### src/design/can_bt_consts.svh
// Constants for the CAN bit timing block: register indices, field
// positions, reset values and fixed timing figures.
// Assumes inclusion by its bare name from design sources only.
`ifndef CAN_BT_CONSTS_SVH
`define CAN_BT_CONSTS_SVH

// Register indices; the APB byte address is four times the index
`define IDX_CFG3 8'h28
`define IDX_CFG2 8'h29
`define IDX_CFG1 8'h2A
`define IDX_STAT 8'h2B
`define ADDR_SHIFT 2

// Timing configuration register 1 fields
`define CFG1_BRP_LSB 0
`define CFG1_BRP_MSB 5
`define CFG1_SJW_LSB 6
`define CFG1_SJW_MSB 7
// Timing configuration register 2 fields
`define CFG2_PROP_LSB 0
`define CFG2_PROP_MSB 2
`define CFG2_PS1_LSB 3
`define CFG2_PS1_MSB 5
`define CFG2_SAM_BIT 6
`define CFG2_SEL_BIT 7
// Timing configuration register 3 field
`define CFG3_PS2_LSB 0
`define CFG3_PS2_MSB 2

// Reset values
`define CFG1_RST 8'h00
`define CFG2_RST 8'h00
`define CFG3_RST 3'h0

// Processing time after the sample point, in quanta
`define PROC_TIME_TQ 4'h2
// One quantum, used for field value plus one decoding
`define ONE_TQ 4'h1
`define ONE_E 5'h01

`endif

### src/design/can_bt_pkg.sv
// Types shared by the CAN bit timing block and its quantum divider.
// Assumes nothing beyond a SystemVerilog compiler.
`default_nettype none

package can_bt_pkg;

   // Segment of the current bit time
   typedef enum logic [1:0] {
      SEG_SYNC,
      SEG_PROP,
      SEG_PH1,
      SEG_PH2
   } seg_t;

   // Whole state of the bit timing core
   typedef struct packed {
      logic [7:0] cfg1;
      logic [7:0] cfg2;
      logic [2:0] cfg3;
      seg_t seg;
      logic [3:0] qcnt;
      logic [2:0] ext;
      logic [2:0] shorten;
      logic synced;
      logic rx_meta;
      logic rx_q;
      logic rx_prev;
      logic samp_a;
      logic samp_b;
      logic rx_bit;
      logic bit_valid;
      logic bit_start;
      logic hard_sync;
      logic resync;
      logic [31:0] prdata;
      logic pready;
      logic pslverr;
   } bt_state_t;

   // Whole state of the quantum divider
   typedef struct packed {
      logic [6:0] cnt;
      logic tq_tick;
      logic half_tick;
   } div_state_t;

endpackage

`default_nettype wire

### src/design/tq_if.sv
// Link between the bit timing core and its quantum divider.
// Assumes both ends run on the same pclk.
`default_nettype none

interface tq_if;
   logic tq_tick;
   logic half_tick;
   logic restart;
   logic [5:0] prescale;

   modport timer (input tq_tick, input half_tick,
                  output restart, output prescale);
   modport divider (output tq_tick, output half_tick,
                    input restart, input prescale);
endinterface

`default_nettype wire

### src/design/tq_divider.sv
// Quantum divider: one quantum is 2 x (prescale + 1) pclk cycles.
// Assumes prescale is stable while a bit is in progress.
`default_nettype none
`include "can_bt_consts.svh"

module tq_divider
   import can_bt_pkg::*;
(
   input wire logic pclk,
   input wire logic presetn,
   tq_if.divider q
);

   div_state_t r, s;
   logic [6:0] last;
   logic [6:0] half;

   // Half point and end of one quantum in pclk cycles
   assign half = {1'b0, q.prescale};
   assign last = {q.prescale, 1'b1};

   // Count quanta; a restart realigns the quantum to the sync edge
   always_comb begin
      s = r;
      s.tq_tick = 1'b0;
      s.half_tick = 1'b0;
      if (q.restart) begin
         s.cnt = 7'h00;
      end else if (r.cnt >= last) begin
         s.cnt = 7'h00;
         s.tq_tick = 1'b1;
      end else begin
         s.cnt = r.cnt + 7'h01;
         s.half_tick = (r.cnt == half);
      end
   end

   always_ff @(posedge pclk or negedge presetn) begin
      if (!presetn) begin
         r <= '0;
      end else begin
         r <= s;
      end
   end

   assign q.tq_tick = r.tq_tick;
   assign q.half_tick = r.half_tick;

endmodule

`default_nettype wire

### src/design/can_bit_timing_sync.sv
// CAN bit timing and synchronisation: quantum prescaler, bit segments,
// sample point with optional triple sampling, hard and resync.
// Assumes an APB master on pclk, rx_line from the transceiver pin,
// and bus_idle / tx_active from frame logic on the same clock.
//
// Operation
// Each bit begins with a sync segment of exactly one quantum.
// Propagation segment is programmable from one to eight quanta.
// First phase one to eight quanta, second phase two to eight.
// Line level is read at the end of the first phase segment.
// Triple sampling adds two half-quantum earlier samples, majority decides.
// Processing takes two quanta from the sample point; second phase never shorter.
// Quantum comes from an oscillator prescaler, base of two periods.
// Falling edge on an idle bus restarts the bit at the sync segment.
// No resynchronisation in a bit after a hard synchronisation.
// Phase error is zero, positive before sample, negative after it.
// Error within jump width realigns the bit like a hard sync.
// Large positive error lengthens first phase by the jump width.
// Large negative error shortens second phase by the jump width.
// Jump width is one to four quanta and bounds every adjustment.
// Only recessive-to-dominant edges are used for synchronisation.
// At most one synchronisation per bit time.
// Edge used only if the last sampled value was recessive.
// While transmitting, no resync on positive phase error.
// Software keeps prop plus phase one above phase two and delay.
// Bit time is the sum of the four non-overlapping segments.
// Quantum is two times prescaler field plus one oscillator periods.
// Jump width field 00 means one quantum, 11 means four.
// Select clear: second phase is max of first phase and two.
// Sampled bit goes to frame logic with a one-cycle valid strobe.
// Segment adjustments last one bit, nominal lengths restored after.
//
// Design decisions made here: the address map and the APB slave port.
`default_nettype none
`include "can_bt_consts.svh"

module can_bit_timing_sync
   import can_bt_pkg::*;
(
   input wire logic pclk,
   input wire logic presetn,
   input wire logic psel,
   input wire logic penable,
   input wire logic pwrite,
   input wire logic [31:0] paddr,
   input wire logic [31:0] pwdata,
   output logic [31:0] prdata,
   output logic pready,
   output logic pslverr,
   input wire logic rx_line,
   input wire logic bus_idle,
   input wire logic tx_active,
   output logic rx_bit,
   output logic bit_valid,
   output logic bit_start,
   output logic hard_sync,
   output logic resync
);

   bt_state_t r, s;
   tq_if q ();

   // Field value plus one, used by the prop and phase segment lengths
   function automatic logic [3:0] plus_one(input logic [2:0] v);
      plus_one = {1'b0, v} + `ONE_TQ;
   endfunction

   // Register index from a byte address
   function automatic logic [7:0] reg_index(input logic [31:0] a);
      reg_index = a[`ADDR_SHIFT+7:`ADDR_SHIFT];
   endfunction

   // Two out of three vote
   function automatic logic vote(input logic a, input logic b,
                                 input logic c);
      vote = (a & b) | (a & c) | (b & c);
   endfunction

   // Decoded configuration
   logic [3:0] prop_len;
   logic [3:0] ps1_nom;
   logic [3:0] ps1_len;
   logic [3:0] ps2_nom;
   logic [3:0] ps2_len;
   logic [2:0] jump_width;
   logic [4:0] sjw_e;
   logic sam_en;
   logic ps2_sel;

   // Edge and phase error
   logic fall_edge;
   logic sync_ok;
   logic [4:0] err_pos;
   logic [4:0] err_neg;

   // APB decode
   logic apb_done;
   logic apb_setup;
   logic [7:0] idx;
   logic idx_ok;
   logic [31:0] rd_val;

   logic restart;

   tq_divider u_div (
      .pclk (pclk),
      .presetn (presetn),
      .q (q)
   );

   assign q.prescale = r.cfg1[`CFG1_BRP_MSB:`CFG1_BRP_LSB];
   assign q.restart = restart;

   // Segment lengths; the adjustment registers hold only this bit's change
   always_comb begin
      sam_en = r.cfg2[`CFG2_SAM_BIT];
      ps2_sel = r.cfg2[`CFG2_SEL_BIT];
      prop_len = plus_one(r.cfg2[`CFG2_PROP_MSB:`CFG2_PROP_LSB]);
      ps1_nom = plus_one(r.cfg2[`CFG2_PS1_MSB:`CFG2_PS1_LSB]);
      ps1_len = ps1_nom + {1'b0, r.ext};
      if (ps2_sel) begin
         ps2_nom = plus_one(r.cfg3[`CFG3_PS2_MSB:`CFG3_PS2_LSB]);
      end else if (ps1_nom > `PROC_TIME_TQ) begin
         ps2_nom = ps1_nom;
      end else begin
         ps2_nom = `PROC_TIME_TQ;
      end
      ps2_len = ps2_nom - {1'b0, r.shorten};
      // A shortened second phase still covers the processing time
      if (ps2_len < `PROC_TIME_TQ) begin
         ps2_len = `PROC_TIME_TQ;
      end
      jump_width = {1'b0, r.cfg1[`CFG1_SJW_MSB:`CFG1_SJW_LSB]} + 3'h1;
      sjw_e = {2'b00, jump_width};
   end

   // Phase error in quanta: positive from the end of the sync segment, negative to the end of the second phase
   always_comb begin
      fall_edge = r.rx_prev & ~r.rx_q;
      // The previous sample must be recessive, the line now dominant
      sync_ok = fall_edge & ~r.synced & r.rx_bit;
      if (r.seg == SEG_PROP) begin
         err_pos = {1'b0, r.qcnt} + `ONE_E;
      end else begin
         err_pos = {1'b0, prop_len} + {1'b0, r.qcnt} + `ONE_E;
      end
      err_neg = {1'b0, ps2_len} - {1'b0, r.qcnt};
   end

   // APB decode; one wait state so every answer comes from a flop
   always_comb begin
      apb_setup = psel & penable & ~r.pready;
      apb_done = psel & penable & r.pready;
      idx = reg_index(paddr);
      idx_ok = (paddr[1:0] == 2'b00) && (paddr[31:10] == 22'h0) &&
               ((idx == `IDX_CFG1) || (idx == `IDX_CFG2) ||
                (idx == `IDX_CFG3) || (idx == `IDX_STAT));
      rd_val = 32'h0000_0000;
      case (idx)
         `IDX_CFG1: rd_val[7:0] = r.cfg1;
         `IDX_CFG2: rd_val[7:0] = r.cfg2;
         `IDX_CFG3: rd_val[2:0] = r.cfg3;
         `IDX_STAT: rd_val[4:0] = {r.synced, r.seg, r.rx_q, r.rx_bit};
         default: rd_val = 32'h0000_0000;
      endcase
      if (!idx_ok) begin
         rd_val = 32'h0000_0000;
      end
   end

   // Next state of the whole core
   always_comb begin
      s = r;
      restart = 1'b0;
      s.bit_valid = 1'b0;
      s.bit_start = 1'b0;
      s.hard_sync = 1'b0;
      s.resync = 1'b0;

      // Bus slave: read data and error latched with the ready flop
      s.pready = apb_setup;
      if (apb_setup) begin
         s.prdata = pwrite ? 32'h0000_0000 : rd_val;
         s.pslverr = ~idx_ok;
      end
      if (apb_done && pwrite && idx_ok) begin
         case (idx)
            `IDX_CFG1: s.cfg1 = pwdata[7:0];
            `IDX_CFG2: s.cfg2 = pwdata[7:0];
            `IDX_CFG3: s.cfg3 = pwdata[2:0];
            default: s.cfg3 = r.cfg3;
         endcase
      end

      // Receive pin passes two flops before anything reads it
      s.rx_meta = rx_line;
      s.rx_q = r.rx_meta;
      s.rx_prev = r.rx_q;

      // Early samples one quantum and half a quantum before the end
      if (q.tq_tick || q.half_tick) begin
         s.samp_b = r.samp_a;
         s.samp_a = r.rx_q;
      end

      // Segment sequencing, one step per quantum
      if (q.tq_tick) begin
         case (r.seg)
            SEG_SYNC: begin
               s.seg = SEG_PROP;
               s.qcnt = 4'h0;
            end
            SEG_PROP: begin
               if (r.qcnt >= prop_len - `ONE_TQ) begin
                  s.seg = SEG_PH1;
                  s.qcnt = 4'h0;
               end else begin
                  s.qcnt = r.qcnt + 4'h1;
               end
            end
            SEG_PH1: begin
               if (r.qcnt >= ps1_len - `ONE_TQ) begin
                  // Sample point at the end of the first phase
                  if (sam_en) begin
                     s.rx_bit = vote(r.samp_a, r.samp_b, r.rx_q);
                  end else begin
                     s.rx_bit = r.rx_q;
                  end
                  s.bit_valid = 1'b1;
                  s.seg = SEG_PH2;
                  s.qcnt = 4'h0;
               end else begin
                  s.qcnt = r.qcnt + 4'h1;
               end
            end
            SEG_PH2: begin
               if (r.qcnt >= ps2_len - `ONE_TQ) begin
                  // New bit: drop this bit's adjustments
                  s.seg = SEG_SYNC;
                  s.qcnt = 4'h0;
                  s.ext = 3'h0;
                  s.shorten = 3'h0;
                  s.synced = 1'b0;
                  s.bit_start = 1'b1;
               end else begin
                  s.qcnt = r.qcnt + 4'h1;
               end
            end
            default: begin
               s.seg = SEG_SYNC;
               s.qcnt = 4'h0;
            end
         endcase
      end

      // Synchronisation overrides the step taken in the same cycle
      if (sync_ok) begin
         if (bus_idle) begin
            // Start of frame: restart the bit around this edge
            s.seg = SEG_SYNC;
            s.qcnt = 4'h0;
            s.ext = 3'h0;
            s.shorten = 3'h0;
            s.synced = 1'b1;
            s.hard_sync = 1'b1;
            s.bit_start = 1'b1;
            restart = 1'b1;
         end else begin
            case (r.seg)
               SEG_SYNC: begin
                  s.synced = 1'b1;
               end
               SEG_PROP, SEG_PH1: begin
                  // A transmitter keeps its own timing on late edges
                  if (!tx_active) begin
                     s.synced = 1'b1;
                     s.resync = 1'b1;
                     if (err_pos <= sjw_e) begin
                        s.seg = SEG_SYNC;
                        s.qcnt = 4'h0;
                        s.ext = 3'h0;
                        s.bit_start = 1'b1;
                        restart = 1'b1;
                     end else begin
                        s.ext = jump_width;
                     end
                  end
               end
               SEG_PH2: begin
                  s.synced = 1'b1;
                  s.resync = 1'b1;
                  if (err_neg <= sjw_e) begin
                     s.seg = SEG_SYNC;
                     s.qcnt = 4'h0;
                     s.shorten = 3'h0;
                     s.bit_start = 1'b1;
                     restart = 1'b1;
                  end else begin
                     s.shorten = jump_width;
                  end
               end
               default: begin
                  s.synced = r.synced;
               end
            endcase
         end
      end

      // A restart moves the sample point, so a sample due now is dropped
      if (restart) begin
         s.bit_valid = 1'b0;
         s.rx_bit = r.rx_bit;
      end
   end

   // Single state register; the line idles recessive out of reset
   always_ff @(posedge pclk or negedge presetn) begin
      if (!presetn) begin
         r <= '0;
         r.cfg1 <= `CFG1_RST;
         r.cfg2 <= `CFG2_RST;
         r.cfg3 <= `CFG3_RST;
         r.seg <= SEG_SYNC;
         r.rx_meta <= 1'b1;
         r.rx_q <= 1'b1;
         r.rx_prev <= 1'b1;
         r.samp_a <= 1'b1;
         r.samp_b <= 1'b1;
         r.rx_bit <= 1'b1;
      end else begin
         r <= s;
      end
   end

   // Every output straight from the state register
   assign prdata = r.prdata;
   assign pready = r.pready;
   assign pslverr = r.pslverr;
   assign rx_bit = r.rx_bit;
   assign bit_valid = r.bit_valid;
   assign bit_start = r.bit_start;
   assign hard_sync = r.hard_sync;
   assign resync = r.resync;

endmodule

`default_nettype wire

### config.mk
export PLATFORM = sky130hd
export DESIGN_NAME = can_bit_timing_sync
export DESIGN_NICKNAME = d
export VERILOG_FILES = /design/src/design/can_bt_pkg.sv /design/src/design/tq_if.sv /design/src/design/tq_divider.sv /design/src/design/can_bit_timing_sync.sv
export VERILOG_INCLUDE_DIRS = /design/src /design/src/design
export SDC_FILE = /design/constraint.sdc
export NUM_CORES = 1
export LEC_CHECK = 0
export BUFFER_PORTS_ARGS = -buffer_cell sky130_fd_sc_hd__buf_4
export CORE_MARGIN = 1.5
export CORE_UTILIZATION = 38
export DETAILED_ROUTE_END_ITERATION = 6
export PLACE_DENSITY_LB_ADDON = 0.15
export SYNTH_ARGS = -nofsm -noshare
export SYNTH_HDL_FRONTEND = slang
export SYNTH_HIERARCHICAL = 1
export SYNTH_SLANG_ARGS = --single-unit
### constraint.sdc
create_clock -name pclk -period 5.55 [get_ports pclk]
set_clock_uncertainty 0.1 [all_clocks]
set_input_delay 0.2775 -clock pclk [delete_from_list [all_inputs] [get_ports pclk]]
set_output_delay 0.2775 -clock pclk [all_outputs]
set_load 0.02 [all_outputs]
==> results.toml, run 1 <==
[final_layout]
final_nets = 640
diodes = 0
syn_to_final_growth_pct = 17.3
fin_util_pct = 46.3
drive_above_1_share_pct = 24.7
fin_cells = 662
nFillCells = 1136

[pwr]
power_switching_uw = 517
pwr-share-clk_pct = 34.8
pwr-share-comb_pct = 30.3
p_per_area_mw_per_mm2 = 301
leakagePower_nw = 2.49
p_int_mw = 1.09
peakVddDrop_mv = 0.214
seq_power_share_pct = 34.9
swShare_pct = 32.1

[setup_path]
slowest_stage = "or4_4"
cp_data_required_time_ns = 5.65
end_kind = "flop"
critPathMaxFanout = 7
worstPathCellList = "ha_1, xor2_1, inv_1, nand2_1, nand2_1, mux2_2, ha_1, a21o_1, a21oi_1, xnor2_1, a31o_2, ha_1, inv_1, fa_1, xnor2_1, xnor2_1, ha_1, a21oi_1, a32oi_1, or4_4, a211oi_4, buf_4, nor3_1"
path_class = "reg -> reg"
timing.critical_path.mode_cell = "ha_1"
crit_arrival_ns = 5.28
path_buf_inv = 3
crit_family = "adder cells"
startpoint_type = "flop"
cpPeakStageDelay_ns = 0.60

[routing]
firstDrtPassIters = 7
vias = 3415
wl_um = 10600
ant_nets = 0
routedWlPerCell_um = 16.0
drt_iter0_drc = 198
viasPerCell = 5.16
drc = 5

[synth]
synth_edf_count = 0
syn_avg_cell_area_um2 = 10.0
synthesis.area_mm2 = 0.00456
synthArstFlopShare_pct = 100
synth_top_area_share_pct = 30.2
synth_common_cells = "dfrtp_1, ha_1, inv_1, buf_4, mux2_2"
synth.area.top_cells = "dfrtp_1, ha_1, mux2_2"
postSynthCellCount = 455
synthDistinctLibCells = 66
synth_area_leader_cell = "dfrtp_1"
synth-main-ff-cell = "dfrtp_1"
ys_warn_count = 6
yosysMostFrequentCell = "dfrtp_1"
synth_seq_cells = 61
ys_seq_area_share_pct = 33.6

[timing]
slew_headroom_pct = 46.5
report.final.slew_viol_count = 0
holdWs_ns = 0.0836
rsz0062_at_grt = "no"
tightest_slew_ns = 0.803
finalHoldViolations = 0
fin_crit_sh_pct = 93.3
tns_ns = 0
min_period_ns = 5.18
fmax_mhz = 193
setup_violations = 0

[hold_path]
hp-class = "in -> reg"

[placed_design]
dp_hpwl_um = 8220
gp_congestion = 0.833
io_buffers = 62
dp_cells = 644

[status]
status = "finished, violations left"
failed_checks = "design-rule violations"

[run]
drv_cap = 0

[clock_network]
cts_made_buffers = 9
clk_path_buf_depth = 2
clock_sinks = 61
h-tree-depth = 3
root_buffer = "clkbuf_16"
cts_tree = "built"
insertion_delay_ns = 0.33
path_clk_slew_ns = 0.05

[die]
num_rows = 39
initial_utilization_pct = 39.5
core-area_mm2 = 0.0116
die_w_um = 113
dieArea_mm2 = 0.0127
die_height_um = 113
ios = 111

[global_routing]
grt_max_degree = 62
grt_use_total_pct = 18.0
grt_remaining_overflow = 0
grt_pass1_wl_um = 17400
antenna_found_initial = 0
grt_pass1_vias = 3355
-- power by group through the flow --
stage	Clock (mW)	Sequential, mW	Combinational [mW]
after floorplan	0	0.547	0.390
after detailed placement	0	0.569	0.487
final	0.561	0.563	0.488
after global placement	0	0.570	0.474
after global routing	0.601	0.569	0.548
after CTS	0.579	0.562	0.491
-- worst register-to-register path, delay by kind of cell (launching register included) --
kind	cells	cell delay, ns
XOR/XNOR	4	0.70
AO/OA/AOI/OAI	6	0.99
multiplexers	1	0.27
AND/OR/NAND/NOR	4	0.78
buffers and inverters	3	0.32
flip-flops	1	0.45
adder cells (fa/ha/maj)	5	1.41
-- what timing repair did --
item | in CTS | in global routing
hold endpoints to repair | 56 | 0
hold buffers | 2 | 0
buffers inserted | 0 | 1
setup endpoints to repair | 0 | 15
gates resized for setup | 0 | 2
-- flip-flops by register name, indices dropped and copies added, names as in the netlist --
register and cells:
r 30, prdata 8, u_div/r 7, q.prescale 6
bit_start 1, bit_valid 1, hard_sync 1, pready 1
ps2_sel 1, pslverr 1, resync 1, rx_bit 1
u_div/q.half_tick 1, u_div/q.tq_tick 1
-- per-layer routing --
metal / track usage [%] / vias to the layer above / routed length (um)
met4: 4.98 / 0 / 107
met1: 24.5 / 1659 / 4990
li1: - / 1682 / -
met5: 0 / - / 0
met3: 5.18 / 7 / 491
met2: 27.9 / 67 / 4990
-- final timing paths --
path / startpoint / to / slack, ns / depth (start not counted)
hold / removal: bus_idle / resync$_DFF_PN0_ / 0.08 / 2
min in group asynchronous: presetn / u_div/r[6]$_DFF_PN0_ / 0.48 / 2
setup / recovery: r[63]$_DFFE_PN0P_ / r[52]$_DFF_PN0_ / 0.37 / 23
setup reg to reg: r[63]$_DFFE_PN0P_ / r[52]$_DFF_PN0_ / 0.37 / 23
hold reg to reg: r[43]$_DFF_PN1_ / r[42]$_DFF_PN1_ / 0.25 / 0
max in group asynchronous: presetn / r[53]$_DFF_PN0_ / 4.35 / 2
-- stage by stage --
stage                     power, mW  area, um^2  setup slack, ns
final                          1.61        5350            0.374
after detailed placement       1.06        5020            0.181
after global placement         1.04        5020            0.210
after floorplan               0.937        4650            0.427
after global routing           1.72        5350           0.0433
after CTS                      1.63        5340            0.160
-- layout by cell type (no fill, tap or decap), types with 5 or more instances in the layout --
cell	count
nand2b_1	5
a22o_1	5
xnor2_1	18
a22oi_1	5
nand4_1	5
nand2_1	22
nor2b_1	7
buf_4	64
o21ai_0	18
mux2_2	26
ha_1	49
mux2i_1	5
nor2_1	15
xor2_1	8
a21oi_1	14
dfstp_2	6
dfrtp_1	55
and3_1	5
inv_1	42
conb_1	24
nor4_1	9
o21a_1	5
nor3_1	16
nand3_1	10
clkbuf_16	9
-- layout make-up --
class | count | area (um^2) | share of cell area, %
clock buffer | 14 | 264 | 4.93
clock inverter | 1 | 30.0 | 0.561
inverter | 43 | 161 | 3.02
multi-input combinational | 334 | 2680 | 50.1
sequential | 61 | 1530 | 28.7
tap | 143 | 179 | 3.34
timing repair buffer | 66 | 500 | 9.35
-- cell families after synthesis --
kind of cell	share of synthesized area, %
simple gates	16.3
xor+xnor	5.35
fa+ha+maj	15.4
compound gates	10.6
other cells	0.0822
flops	33.6
mux	8.99
buf+inv	9.65
No activity file was read; power rests on OpenSTA's default activity.
==> inputs of run 2 (changes only) <==
--- a/config.mk
+++ b/config.mk
@@ -7,8 +7,11 @@
 export NUM_CORES = 1
 export LEC_CHECK = 0
 export BUFFER_PORTS_ARGS = -buffer_cell sky130_fd_sc_hd__buf_4
-export CORE_MARGIN = 1.5
-export CORE_UTILIZATION = 38
+export CAP_MARGIN = 5
+export CELL_PAD_IN_SITES_DETAIL_PLACEMENT = 2
+export CELL_PAD_IN_SITES_GLOBAL_PLACEMENT = 2
+export CORE_MARGIN = 4
+export CORE_UTILIZATION = 34
 export DETAILED_ROUTE_END_ITERATION = 6
 export PLACE_DENSITY_LB_ADDON = 0.15
 export SYNTH_ARGS = -nofsm -noshare
==> run 2 against run 1 <==
  * Register-to-register slack got worse by 0.04 ns
  * Clock power down 0.7%
  * Via count rose by 4.7%
  * Largest power group unchanged
  * Cell count is 5.6% higher
  * Clock-buffer cell count fell by 2
  * The run now ends clean
  * Die area rose by 21%
==> results.toml, run 2 (synthesized netlist as in run 1, its figures left out) <==
[timing]
rsz0062_at_grt = "no"
holdWs_ns = 0.0593
fin_crit_sh_pct = 93.9
fmax_mhz = 192
min_period_ns = 5.21
finalHoldViolations = 0
slew_headroom_pct = 46.2
tightest_slew_ns = 0.807
setup_violations = 0
tns_ns = 0
report.final.slew_viol_count = 0

[clock_network]
clk_path_buf_depth = 2
cts_tree = "built"
clock_sinks = 61
cts_made_buffers = 9
root_buffer = "clkbuf_16"
path_clk_slew_ns = 0.05
h-tree-depth = 3
insertion_delay_ns = 0.33

[die]
core-area_mm2 = 0.0132
initial_utilization_pct = 34.6
die_height_um = 124
dieArea_mm2 = 0.0153
ios = 111
die_w_um = 124
num_rows = 42

[routing]
drc = 0
vias = 3576
routedWlPerCell_um = 18.8
wl_um = 13200
viasPerCell = 5.12
ant_nets = 0
drt_iter0_drc = 142
firstDrtPassIters = 4

[setup_path]
crit_arrival_ns = 5.33
rr_startpoint = "r[64]$_DFFE_PN0P_"
cp_data_required_time_ns = 5.66
r2r_cells = 24
path_class = "reg -> reg"
cp-startpoint = "r[64]$_DFFE_PN0P_"
rr_endpoint = "u_div/r[8]$_DFF_PN0_"
end_kind = "flop"
critPathMaxFanout = 9
startpoint_type = "flop"
reg2reg_slack_ns = 0.34

[final_layout]
top_register = "r"
multi_input_area_mm2 = 0.00270
syn_to_final_growth_pct = 19.4
regArea_mm2 = 0.00154
diodes = 0
layout_commonest_cell = "buf_4"
largest_register_ffs = 30
drive_above_1_share_pct = 26.4
final_nets = 643
nFillCells = 1445
final_cell_mix = "buf_4, dfrtp_1, ha_1"

[pwr]
finalPower_mw = 1.63
p_per_area_mw_per_mm2 = 300
leakagePower_nw = 2.51
peakVddDrop_mv = 0.151

[status]
status = "completed"

[run]
drv_cap = 0

[global_routing]
grt_pass1_vias = 3972
grt_pass1_wl_um = 21200
grt_max_degree = 62
grt_use_total_pct = 18.3
grt_remaining_overflow = 0
antenna_found_initial = 0

[placed_design]
gp_congestion = 0.783
dp_hpwl_um = 10500
io_buffers = 62

[hold_path]
hold-path-cell-count = 2
min_from = "bus_idle"
hp-class = "in -> reg"
min_to = "resync$_DFF_PN0_"
run 2: area by class of cell:
cell class	instances	area share, %
flip-flops and latches	61	28.2
multi-input cells	334	49.6
clock inverters	4	0.872
repair buffers	69	9.83
inverters	43	2.96
clock buffers	12	4.52
well taps	176	4.04
run 2: per-stage QoR:
step / cells / area (um^2) / setup slack, ns / utilization (%)
CTS: 698 / 5410 / 0.00251 / 41.0
floorplan: 478 / 4650 / 0.427 / -
global route: 699 / 5450 / 0.0206 / 41.3
global placement: 680 / 5100 / 0.283 / 38.7
detailed placement: 680 / 5100 / 0.0836 / 38.7
finish: 699 / 5450 / 0.338 / 41.3
run 2: routing by layer:
metal / GRT usage (%) / routed length, um
met1: 20.9 / 5220
met2: 34.5 / 7320
met3: 3.04 / 405
met4: 5.40 / 210
met5: 0 / 0
run 2: worst max path at each step:
| stage | end | depth (start not counted) |
|---|---|---|
| 2_1_floorplan | u_div/r[2]$_DFF_PN0_ | 22 |
| 3_3_place_gp | u_div/r[2]$_DFF_PN0_ | 24 |
| 3_5_place_dp | u_div/r[8]$_DFF_PN0_ | 24 |
| 4_1_cts | u_div/r[8]$_DFF_PN0_ | 24 |
| 5_1_grt | u_div/r[2]$_DFF_PN0_ | 24 |
| 6_report | u_div/r[8]$_DFF_PN0_ | 24 |
run 2: repair_timing:
action / CTS / global route
hold buffers: 2 / 0
endpoints found under the setup margin: 0 / 18
endpoints found under the hold margin: 56 / 0
buffers inserted: 0 / 1
gates resized for setup: 0 / 6
run 2: report_power, final:
part,switching [mW],internal (mW)
logic,0.285,0.226
clock network,0.199,0.358
registers,0.0643,0.502
run 2: worst max-delay path, cell delays in order (launching register included):
cell,delay [ns]
dfrtp_2,0.43
ha_1,0.22
xor2_2,0.17
inv_1,0.08
nand2_1,0.06
nand2_1,0.05
mux2_2,0.28
ha_1,0.28
a21o_1,0.17
a21oi_2,0.17
xnor2_2,0.15
a31o_2,0.22
ha_1,0.17
inv_1,0.07
fa_2,0.40
xnor2_2,0.16
xnor2_1,0.14
ha_1,0.33
a21oi_1,0.18
a32oi_1,0.09
or4_4,0.59
o2bb2a_4,0.24
nand2_1,0.13
buf_12,0.14
nor3_1,0.05
